## config.mk

```make
export PLATFORM = sky130hd
export DESIGN_NAME = jpi_top
export DESIGN_NICKNAME = d
export VERILOG_FILES = /design/src/design/jpi_pkg.sv /design/src/design/jpi_page_mem.sv /design/src/design/jpi_top.sv
export VERILOG_INCLUDE_DIRS = /design/src /design/src/design
export SDC_FILE = /design/constraint.sdc
export NUM_CORES = 2
export LEC_CHECK = 0
export BUFFER_PORTS_ARGS = -buffer_cell sky130_fd_sc_hd__buf_2
export CAP_MARGIN = 10
export CORE_ASPECT_RATIO = 0.75
export CORE_UTILIZATION = 61
export DETAILED_ROUTE_END_ITERATION = 7
export GPL_TIMING_DRIVEN = 1
export PLACE_DENSITY = 0.78
export SLEW_MARGIN = 15
export SYNTH_ARGS = -nofsm -noshare
export SYNTH_HDL_FRONTEND = slang
export SYNTH_SLANG_ARGS = --single-unit
```

## constraint.sdc

```tcl
create_clock -name clk_in -period 5.8 [get_ports clk_in]
set_input_delay 1.74 -clock clk_in [delete_from_list [all_inputs] [get_ports clk_in]]
set_output_delay 1.74 -clock clk_in [all_outputs]
set_load 0.01 [all_outputs]
```

## src/design/jpi_params.svh

```systemverilog
`ifndef JPI_PARAMS_SVH
`define JPI_PARAMS_SVH

// ----------------------------------------
// instruction opcodes
// ----------------------------------------
`define JPI_OP_CORE_RESET 4'hc
`define JPI_OP_UNLOCK 4'h4
`define JPI_OP_CMD 4'h5
`define JPI_OP_PAGE_FILL 4'h6
`define JPI_OP_PAGE_DUMP 4'h7
`define JPI_OP_BYPASS 4'hf
`define JPI_IR_CAPTURE 4'h1

// ----------------------------------------
// signature and reset values
// ----------------------------------------
`define JPI_UNLOCK_SIG 16'ha370
`define JPI_CTRL_RESET 32'h0000_0001
`define JPI_CTRL_EN_BIT 0

// ----------------------------------------
// apb offsets
// ----------------------------------------
`define JPI_OFS_CTRL 8'h00
`define JPI_OFS_STATUS 8'h04
`define JPI_OFS_CMD_RESULT 8'h08
`define JPI_OFS_CMD_WORD 8'h0c
`define JPI_OFS_PBUF_ADDR 8'h10
`define JPI_OFS_PBUF_DATA 8'h14

`endif

```

## src/design/jpi_pkg.sv

```systemverilog
package jpi_pkg;

    // gray code along the usual scan path
    typedef enum logic [3:0] {
        JPI_TLR = 4'h0,
        JPI_RTI = 4'h1,
        JPI_SELDR = 4'h3,
        JPI_CAPDR = 4'h2,
        JPI_SHDR = 4'h6,
        JPI_EX1DR = 4'h7,
        JPI_PADR = 4'h5,
        JPI_EX2DR = 4'h4,
        JPI_UPDR = 4'hc,
        JPI_SELIR = 4'hd,
        JPI_CAPIR = 4'hf,
        JPI_SHIR = 4'he,
        JPI_EX1IR = 4'ha,
        JPI_PAIR = 4'hb,
        JPI_EX2IR = 4'h9,
        JPI_UPIR = 4'h8
    } jpi_tap_e;

    typedef struct packed {
        logic tck;
        logic tms;
        logic tdi;
    } jpi_pins_s;

    typedef struct packed {
        logic cmd_armed;
        logic prog_mode;
        logic core_reset;
        logic [3:0] ir;
        logic [3:0] tap;
    } jpi_status_s;

endpackage

```

## src/design/jpi_page_mem.sv

```systemverilog
`timescale 1ns/1ps
`include "jpi_params.svh"

module jpi_page_mem (
    input wire logic clk_in,
    input wire logic we_in,
    input wire logic [6:0] waddr_in,
    input wire logic [7:0] wdata_in,
    input wire logic [6:0] raddr_in,
    output logic [7:0] rdata_out
);

    logic [7:0] mem [0:127];

    always_ff @(posedge clk_in) begin
        if (we_in) begin
            mem[waddr_in] <= wdata_in;
        end
    end

    always_ff @(posedge clk_in) begin
        rdata_out <= mem[raddr_in];
    end

endmodule

```

## src/design/jpi_top.sv

```systemverilog
// Local design decisions: the APB interface to the registers and the register addresses.
`timescale 1ns/1ps
`include "jpi_params.svh"

module jpi_top import jpi_pkg::*; (
    input wire logic clk_in,
    input wire logic srst_in,
    input wire logic tck_in,
    input wire logic tms_in,
    input wire logic tdi_in,
    output logic tdo_out,
    output logic tdo_oe_out,
    output logic core_reset_out,
    output logic prog_mode_out,
    output logic [14:0] cmd_word_out,
    output logic cmd_strobe_out,
    output logic exec_clk_out,
    input wire logic psel_in,
    input wire logic penable_in,
    input wire logic pwrite_in,
    input wire logic [7:0] paddr_in,
    input wire logic [31:0] pwdata_in,
    output logic [31:0] prdata_out,
    output logic pready_out,
    output logic pslverr_out
);

    // ----------------------------------------
    // pin synchronisers and tck edges
    // ----------------------------------------
    jpi_pins_s pin_s1;
    jpi_pins_s pin_s2;
    logic tck_d;

    always_ff @(posedge clk_in) begin
        if (srst_in) begin
            pin_s1 <= '0;
            pin_s2 <= '0;
            tck_d <= 1'b0;
        end else begin
            pin_s1 <= '{tck: tck_in, tms: tms_in, tdi: tdi_in};
            pin_s2 <= pin_s1;
            tck_d <= pin_s2.tck;
        end
    end

    wire tck_rise = pin_s2.tck & ~tck_d;
    wire tck_fall = ~pin_s2.tck & tck_d;
    wire tms = pin_s2.tms;
    wire tdi = pin_s2.tdi;
    logic jtag_en;
    logic [14:0] cmd_result;
    logic [6:0] pbuf_addr;

    // ----------------------------------------
    // tap controller
    // ----------------------------------------
    jpi_tap_e tap;
    jpi_tap_e next_tap;

    // next state depends on tms only, never on the instruction
    always_comb begin
        case (tap)
            JPI_TLR: next_tap = tms ? JPI_TLR : JPI_RTI;
            JPI_RTI: next_tap = tms ? JPI_SELDR : JPI_RTI;
            JPI_SELDR: next_tap = tms ? JPI_SELIR : JPI_CAPDR;
            JPI_CAPDR: next_tap = tms ? JPI_EX1DR : JPI_SHDR;
            JPI_SHDR: next_tap = tms ? JPI_EX1DR : JPI_SHDR;
            JPI_EX1DR: next_tap = tms ? JPI_UPDR : JPI_PADR;
            JPI_PADR: next_tap = tms ? JPI_EX2DR : JPI_PADR;
            JPI_EX2DR: next_tap = tms ? JPI_UPDR : JPI_SHDR;
            JPI_UPDR: next_tap = tms ? JPI_SELDR : JPI_RTI;
            JPI_SELIR: next_tap = tms ? JPI_TLR : JPI_CAPIR;
            JPI_CAPIR: next_tap = tms ? JPI_EX1IR : JPI_SHIR;
            JPI_SHIR: next_tap = tms ? JPI_EX1IR : JPI_SHIR;
            JPI_EX1IR: next_tap = tms ? JPI_UPIR : JPI_PAIR;
            JPI_PAIR: next_tap = tms ? JPI_EX2IR : JPI_PAIR;
            JPI_EX2IR: next_tap = tms ? JPI_UPIR : JPI_SHIR;
            JPI_UPIR: next_tap = tms ? JPI_SELDR : JPI_RTI;
            default: next_tap = JPI_TLR;
        endcase
    end

    always_ff @(posedge clk_in) begin
        if (srst_in || !jtag_en) begin
            tap <= JPI_TLR;
        end else if (tck_rise) begin
            tap <= next_tap;
        end
    end

    wire act_cap = tck_rise & (tap == JPI_CAPDR);
    wire act_sh = tck_rise & (tap == JPI_SHDR);
    wire act_up = tck_rise & (tap == JPI_UPDR);

    // ----------------------------------------
    // instruction register
    // ----------------------------------------
    logic [3:0] ir;
    logic [3:0] ir_sh;

    always_ff @(posedge clk_in) begin
        if (srst_in) begin
            ir_sh <= '0;
        end else if (tck_rise && tap == JPI_CAPIR) begin
            ir_sh <= `JPI_IR_CAPTURE;
        end else if (tck_rise && tap == JPI_SHIR) begin
            ir_sh <= {tdi, ir_sh[3:1]};
        end
    end

    always_ff @(posedge clk_in) begin
        if (srst_in || tap == JPI_TLR) begin
            ir <= `JPI_OP_BYPASS;
        end else if (tck_rise && tap == JPI_UPIR) begin
            ir <= ir_sh;
        end
    end

    wire sel_rst = (ir == `JPI_OP_CORE_RESET);
    wire sel_unl = (ir == `JPI_OP_UNLOCK);
    wire sel_cmd = (ir == `JPI_OP_CMD);
    wire sel_fill = (ir == `JPI_OP_PAGE_FILL);
    wire sel_dump = (ir == `JPI_OP_PAGE_DUMP);
    wire sel_byp = ~(sel_rst | sel_unl | sel_cmd | sel_fill | sel_dump);

    // ----------------------------------------
    // reset chain, unlock register and programming mode
    // ----------------------------------------
    // no update stage: reset follows the shifting bit at once
    always_ff @(posedge clk_in) begin
        if (srst_in) begin
            core_reset_out <= 1'b0;
        end else if (act_sh && sel_rst) begin
            core_reset_out <= tdi;
        end
    end

    logic [15:0] unlock_sh;

    always_ff @(posedge clk_in) begin
        if (srst_in) begin
            unlock_sh <= '0;
            prog_mode_out <= 1'b0;
        end else if (act_sh && sel_unl) begin
            unlock_sh <= {tdi, unlock_sh[15:1]};
        end else if (act_up && sel_unl) begin
            prog_mode_out <= (unlock_sh == `JPI_UNLOCK_SIG);
        end
    end

    // ----------------------------------------
    // command register and execution clock
    // ----------------------------------------
    logic [14:0] cmd_sh;
    logic cmd_armed;

    always_ff @(posedge clk_in) begin
        if (srst_in) begin
            cmd_sh <= '0;
        end else if (act_cap && sel_cmd) begin
            cmd_sh <= cmd_result;
        end else if (act_sh && sel_cmd) begin
            cmd_sh <= {tdi, cmd_sh[14:1]};
        end
    end

    // armed from a command update until the next command capture or test-logic-reset
    always_ff @(posedge clk_in) begin
        if (srst_in) begin
            cmd_word_out <= '0;
            cmd_strobe_out <= 1'b0;
            cmd_armed <= 1'b0;
            exec_clk_out <= 1'b0;
        end else begin
            cmd_strobe_out <= act_up & sel_cmd;
            exec_clk_out <= tck_rise & (tap == JPI_RTI) & sel_cmd & cmd_armed;
            if (act_up && sel_cmd) begin
                cmd_word_out <= cmd_sh;
                cmd_armed <= 1'b1;
            end else if ((act_cap && sel_cmd) || tap == JPI_TLR) begin
                cmd_armed <= 1'b0;
            end
        end
    end

    // ----------------------------------------
    // page chains through one byte shifter, bypass and tdo
    // ----------------------------------------
    logic [7:0] page_sh;
    logic [2:0] bit_cnt;
    logic [6:0] pg_ptr;
    logic [7:0] mem_rdata;
    logic mem_we;
    logic [6:0] mem_waddr;
    logic [7:0] mem_wdata;

    wire page_sel = sel_fill | sel_dump;
    wire byte_done = (bit_cnt == 3'h7);
    wire [7:0] next_fill_byte = {tdi, page_sh[7:1]};

    always_ff @(posedge clk_in) begin
        if (srst_in || (act_cap && page_sel)) begin
            bit_cnt <= '0;
            pg_ptr <= '0;
        end else if (act_sh && page_sel) begin
            bit_cnt <= bit_cnt + 3'h1;
            if (byte_done) begin
                pg_ptr <= pg_ptr + 7'h1;
            end
        end
    end

    // dump starts from an empty shifter: eight filler bits
    always_ff @(posedge clk_in) begin
        if (srst_in || (act_cap && sel_dump)) begin
            page_sh <= '0;
        end else if (act_sh && sel_fill) begin
            page_sh <= next_fill_byte;
        end else if (act_sh && sel_dump) begin
            page_sh <= byte_done ? mem_rdata : {1'b0, page_sh[7:1]};
        end
    end

    wire apb_wr;
    wire a_pbuf_data;
    wire fill_wr = act_sh & sel_fill & byte_done;

    // jtag fill wins over a software write in the same cycle
    always_ff @(posedge clk_in) begin
        if (srst_in) begin
            mem_we <= 1'b0;
            mem_waddr <= '0;
            mem_wdata <= '0;
        end else begin
            mem_we <= fill_wr | (apb_wr & a_pbuf_data);
            mem_waddr <= fill_wr ? pg_ptr : pbuf_addr;
            mem_wdata <= fill_wr ? next_fill_byte : pwdata_in[7:0];
        end
    end

    wire [6:0] mem_raddr = sel_dump ? pg_ptr : pbuf_addr;

    jpi_page_mem u_mem (
        .clk_in(clk_in),
        .we_in(mem_we),
        .waddr_in(mem_waddr),
        .wdata_in(mem_wdata),
        .raddr_in(mem_raddr),
        .rdata_out(mem_rdata)
    );

    logic byp;

    always_ff @(posedge clk_in) begin
        if (srst_in || (act_cap && sel_byp)) begin
            byp <= 1'b0;
        end else if (act_sh && sel_byp) begin
            byp <= tdi;
        end
    end

    wire dr_lsb = sel_rst ? core_reset_out :
                  sel_unl ? unlock_sh[0] :
                  sel_cmd ? cmd_sh[0] :
                  page_sel ? page_sh[0] : byp;

    // tdo moves on the falling tck edge so the programmer samples it stable
    always_ff @(posedge clk_in) begin
        if (srst_in) begin
            tdo_out <= 1'b0;
            tdo_oe_out <= 1'b0;
        end else if (tck_fall) begin
            tdo_oe_out <= (tap == JPI_SHDR) | (tap == JPI_SHIR);
            tdo_out <= (tap == JPI_SHIR) ? ir_sh[0] : dr_lsb;
        end
    end

    // ----------------------------------------
    // apb slave, one wait state
    // ----------------------------------------
    wire a_ctrl = (paddr_in == `JPI_OFS_CTRL);
    wire a_status = (paddr_in == `JPI_OFS_STATUS);
    wire a_result = (paddr_in == `JPI_OFS_CMD_RESULT);
    wire a_word = (paddr_in == `JPI_OFS_CMD_WORD);
    wire a_pbuf_addr = (paddr_in == `JPI_OFS_PBUF_ADDR);
    assign a_pbuf_data = (paddr_in == `JPI_OFS_PBUF_DATA);
    wire mapped = a_ctrl | a_status | a_result | a_word | a_pbuf_addr | a_pbuf_data;
    wire acc_first = psel_in & penable_in & ~pready_out;
    assign apb_wr = psel_in & penable_in & pready_out & pwrite_in & mapped;

    jpi_status_s status;
    assign status = '{cmd_armed: cmd_armed, prog_mode: prog_mode_out,
                      core_reset: core_reset_out, ir: ir, tap: tap};

    wire [31:0] rd_mux = a_ctrl ? {31'h0, jtag_en} :
                         a_status ? {21'h0, status} :
                         a_result ? {17'h0, cmd_result} :
                         a_word ? {17'h0, cmd_word_out} :
                         a_pbuf_addr ? {25'h0, pbuf_addr} :
                         a_pbuf_data ? {24'h0, mem_rdata} : 32'h0;

    always_ff @(posedge clk_in) begin
        if (srst_in) begin
            pready_out <= 1'b0;
            pslverr_out <= 1'b0;
            prdata_out <= '0;
        end else begin
            pready_out <= acc_first;
            pslverr_out <= acc_first & ~mapped;
            if (acc_first && !pwrite_in) begin
                prdata_out <= rd_mux;
            end
        end
    end

    always_ff @(posedge clk_in) begin
        if (srst_in) begin
            jtag_en <= 1'(`JPI_CTRL_RESET);
            cmd_result <= '0;
            pbuf_addr <= '0;
        end else if (apb_wr) begin
            if (a_ctrl) begin
                jtag_en <= pwdata_in[`JPI_CTRL_EN_BIT];
            end
            if (a_result) begin
                cmd_result <= pwdata_in[14:0];
            end
            if (a_pbuf_addr) begin
                pbuf_addr <= pwdata_in[6:0];
            end
        end
    end

endmodule

```

# After elaboration in Yosys (flattened, before gate mapping)
# Memories as Yosys holds them, arrays and structs flattened. A register that Yosys moved wholly into a read port is not among the register bits.
# Index checks and enable logic that the tools add are counted.
# classes
n_addsub,2
multipliers,0
div_mod_pow,0
order_cmp,0
n_eq_ne,27
n_shift,0
mux,38
bitwise_logic,36
reduce_logical,40
# op_table
op,n
2-to-1 mux 15 bit,6
2-to-1 mux 8 bit,6
case mux 4 bit (12 select lines),1
equality test 4 bit (second input constant),9
equality test 4 x 3 -> 1 bit (second input constant),8
bitwise AND 1 bit,18
logical AND 1 bit,17
equality test 16 bit (second input constant),1
equality test 8 x 4 -> 1 bit (second input constant),2
equality test 8 x 5 -> 1 bit (second input constant),2
2-to-1 mux 4 bit,4
2-to-1 mux 1 bit,14
2-to-1 mux 7 bit,2
bitwise OR 1 bit,12
AND reduction 2 bit,5
equality test 4 x 2 -> 1 bit (second input constant),2
equality test 8 x 3 -> 1 bit (second input constant),1
logical NOT 8 bit,1
nonzero test 2 bit,4
adder 7 x 1 -> 7 bit (second input constant),1
logical OR 1 bit,6
2-to-1 mux 2 bit,3
2-to-1 mux 3 bit,2
NOT 1 bit,6
7 further kinds,10
# totals
register_bits,164
latchBits,0
ram_bits,1024
rom_bits,0
in_bits,48
output_inout_bits,55
elab_cells,178
mem_count,1
# memory_table
memory,depth,word_bits,rd,rd_clocked_by_memory_dff,wr,line_no,text
u_mem.mem,128,8,1,1,1,jpi_page_mem.sv:13,logic [7:0] mem [0:127];

# Logic depth before layout (Yosys ltp)
# logic_depth
depth_word,9
mapped_depth,15
mapped_depth_nobuf,8

# Cells and area by module
# A second synthesis with hierarchy kept.
# unflattened
hier_cells,2380
hier_area_um2,46384.5
# modules_own_cells
mod,n_inst,cells_each,area_per_inst_um2,seq_area_each_um2
jpi_page_mem,1,1635,39665.5,30909.6
jpi_top,1,745,6718.9,2942.8

# Worst setup path before layout
# OpenSTA, ideal clock, no wires.
# synth_timing
path_kind,input port to flip-flop
from,input port paddr_in[5]
to,register cmd_result[10]
setup_ps,128
arrival_time_ps,3600
t_required_ps,5672
slack_ps,2073
stages,8
path_buffers,1
path_cell_list,nor3_1 -> nand2_1 -> a21oi_1 -> nand2b_1 -> nor3_1 -> buf_2 -> mux2i_1 -> nor2_1
# synth_via
elab_chain_len,8
word_cells_on_any_way,13
classes_between,eq/ne: 5; bitwise: 6; reduce/logical: 2
# synth_rtl
item,line_no,text
start: declaration,jpi_top.sv:21,"input wire logic [7:0] paddr_in,"
equality test 8 x 3 -> 1 bit (no line) or logical NOT 8 bit (tied branches),--,
bitwise OR 1 bit (5 in series),jpi_top.sv:288,wire mapped = a_ctrl | a_status | a_result | a_word | a_pbuf_addr | a_pbuf_data;
bitwise AND 1 bit,jpi_top.sv:290,assign apb_wr = psel_in & penable_in & pready_out & pwrite_in & mapped;
AND reduction 2 bit (no line) (*),--,
end signal: assignment,jpi_top.sv:327,cmd_result <= pwdata_in[14:0];
end: declaration,jpi_top.sv:52,logic [14:0] cmd_result;
# Every way passes the cells marked *; elsewhere a longest branch is shown, timed or not.
# A chain may end at the register's enable or synchronous reset.

# Worst setup path in the final report
# layout_timing
from,register ir[0]
to,register u_mem.rdata_out[1] (read register of u_mem.mem)
# layout_via
elab_chain_len,2
# layout_rtl
item,line_no,text
start: declaration,jpi_top.sv:99,logic [3:0] ir;
start signal: assignment,jpi_top.sv:114,ir <= `JPI_OP_BYPASS;
start signal: assignment,jpi_top.sv:116,ir <= ir_sh;
equality test 4 x 3 -> 1 bit (no line),--,
2-to-1 mux 7 bit,jpi_top.sv:242,wire [6:0] mem_raddr = sel_dump ? pg_ptr : pbuf_addr;
end: declaration,jpi_page_mem.sv:10,output logic [7:0] rdata_out
# No other way between the ends.

==> run metrics <==
Via density 6.50; Post-synth EDFFs 1024; initial antenna violation count 2; final setup TNS 0 ns; Cell variety after synth 63; CTS root buf clkbuf_16; Leak roughly 17 nW; first-pass GRT wire length around 180000 um; initial DRC count around 5000; CP endpoint kind register; Initial Util 0.621; Yosys reg bits ~1200; ANT nets after route 0; Crit path max-delay family compound AO/OA/AOI/OAI gates; Vias 30400; Post-Syn Instances between 3000 and 4000; WHS Path Cells 1; GRT Total Usage 0.306; Slowest-stage cell, CP a2111oi_1; I/O Buffers between 60 and 70; Slew headroom 0.200; PnR Total Power 16.3 mW; final WL about 120000 um; final-report hold violation count 0; Clock Tree Buf Depth 3; DRC Markers 0; slowest cell delay on critical path 0.93 ns; grt total ovfl 0; min cycle time layout between 5 and 6 ns; count leader, synth edfxtp_1; # clock sinks between 1000 and 1500; Data required, critical path about 6.3 ns; Critical Path Source Type register; Placeable Area between 70000 and 80000 sq um; Post-synth ARST share 0; most common flop cell mapped by yosys edfxtp_1; CP arrival 5.64 ns; Final Skew around 0.034 ns; Post-synth top cells 1024 x edfxtp_1, 761 x nand2_1, 306 x nor2_1; max frequency 0.195 GHz; layout overhead on the synthesized area 9.85%; ranking of synthesized cells by area edfxtp_1 65%, dfxtp_1 6.6%, nand2_1 6.1%, mux2i_1 3.7%, nand3_1 2.7%; Worst Hold Launch pin_s1[0]; Yosys warnings 0; Max VDD drop between 0.3 and 0.4 mV; max-slew violation count 0; pwr dens roughly 320 nW/um^2; register area share after synthesis 0.720; num rows 87; drt first pass iters 6; buffer and inverter count on the worst path 1; clock latency on the worst-skew pair around 0.7 ns; CP dominant cell by count a32oi_1; CTS Buf Count around 100; layout cells sized above 1 0.103; RSZ-0062 raised after global routing false; CTS HTree Levels 3; status complete, no violations; Wirelength per Cell ~26 um; gr busiest metal met1; period utilization 0.883; Avg Cell Area, Syn approximately 13 sq um; Cell Chain, Critical Path and4b_1 -> buf_4 -> mux2_8 -> nor2_4 -> a32oi_1 -> nand4_1 -> a32oi_1 -> a2111oi_1 -> o211ai_1; Die H about 240 um; met1 Usage GRT 0.449; I/O Pins just over 100; total of max-cap violations 0; CP Class register to register; cell taking the most area after synthesis edfxtp_1; placed wire-length estimate ~70000 um; Worst Max-Slew Pin Slew 1.20 ns; gpl congestion 0.877; Max Fanout on Critical Path 84; die width about 320 um; hold_buf cts 0; Critical R2R Capture u_mem.rdata_out[1]; final setup fails 0; global routing usage on met2 0.446; R2R setup slack ~0.68 ns; met3 Resource Use GR 0.0848; Worst Hold End tdi; vias in the first global route 28200; pin count of the biggest net entering global routing approximately 110; Worst R2R Path Depth 9; r2r startpoint ir[0]; layout net count between 3000 and 4000; Worst-path clk slew approximately 0.070 ns; post-CTS sizing 0; Post-CTS Setup Inserts 0; die area around 78000 sq um; CTS tree built; Post-Syn Area about 47000 sq um; Hold Crit Class register to register; post-synth top area share 0.654; fillers between 4000 and 5000
final cells by class:
type	count	area, sq um	area share
inverter	13	48.8	0.000945
clock inverter	56	561	0.0109
multi-input combinational	2123	12100	0.234
sequential	1179	33900	0.656
clock buffer	138	2830	0.0549
timing repair buffer	135	921	0.0178
antenna	1	2.50	0.0000485
tap	1023	1280	0.0248
worst max-delay path by stage:
stage | from | end | slack, ns | cells past startpoint
floorplan | paddr_in[5] | cmd_result[10] | 2.07 | 8
global placement | ir[0] | u_mem.rdata_out[1] | 0.91 | 9
detailed placement | ir[0] | u_mem.rdata_out[1] | 0.87 | 9
CTS | ir[0] | u_mem.rdata_out[1] | 0.70 | 9
global route | ir[0] | u_mem.rdata_out[1] | 0.60 | 9
finish | ir[0] | u_mem.rdata_out[1] | 0.68 | 9
logic make-up after synthesis:
kind of cell | count (synthesis) | share of synthesized area
AND/OR/NAND/NOR | 1505 | 0.137
adder cells (fa/ha/maj) | 3 | 0.000799
other | 1 | 0.0000798
multiplexers | 228 | 0.0599
buffers and inverters | 242 | 0.0267
flip-flops | 1179 | 0.720
XOR/XNOR | 8 | 0.00149
AO/OA/AOI/OAI | 362 | 0.0540
per-stage QoR:
stage | cells | utilization | hold slack, ns | setup slack [ns] | cell area (sq um)
floorplan | 3544 | - | 0.414 | 2.07 | 47100
global placement | 4473 | 0.638 | 0.419 | 0.906 | 48200
detailed placement | 4473 | 0.638 | 0.426 | 0.867 | 48200
CTS | 4667 | 0.682 | 0.441 | 0.698 | 51600
global route | 4668 | 0.682 | 0.457 | 0.595 | 51600
finish | 4668 | 0.682 | 0.439 | 0.679 | 51600
flip-flops by register name, summed over array words and instances, names as in the netlist, 7 cells and up:
signal,flops
u_mem.mem,1024
unlock_sh,16
cmd_result,15
cmd_sh,15
cmd_word_out,15
prdata_out,15
mem_wdata,8
page_sh,8
u_mem.rdata_out,8
mem_waddr,7
pbuf_addr,7
pg_ptr,7
cell usage in the layout (no fill, tap or decap), drive strengths merged, types with 6 or more instances in the layout:
master	n
conb	17
nor3b	6
nand2	761
mux2i	174
a2111oi	9
mux2	14
mux4	40
inv	18
a311oi	19
nand2b	10
a22oi	24
o21ai	13
a211oi	27
and3	18
a221oi	10
edfxtp	1024
a31oi	70
a222oi	7
a32oi	62
dfxtp	155
clkbuf	138
buf	135
nor2b	28
bufinv	9
a21oi	87
o22ai	10
clkinv	36
clkinvlp	6
or3	8
nor2	308
nand3	254
nor3	21
nand4	70
power breakdown:
group / total, mW / internal [mW] / leakage (nW) / switching [mW]
Combinational: 0.153 / 0.0244 / 5.77 / 0.129
Sequential: 9.25 / 9.21 / 9.58 / 0.0436
Clock: 6.92 / 3.85 / 1.65 / 3.07
metal layers:
layer  routed length (um)  part of all wire  vias up
li1                     -                 -    13100
met1                46400              0.39    14800
met2                53200              0.44     2173
met3                16900              0.14      259
met4                 3590             0.030        2
met5                   11          0.000092        -
No activity file was read; power rests on OpenSTA's default activity.
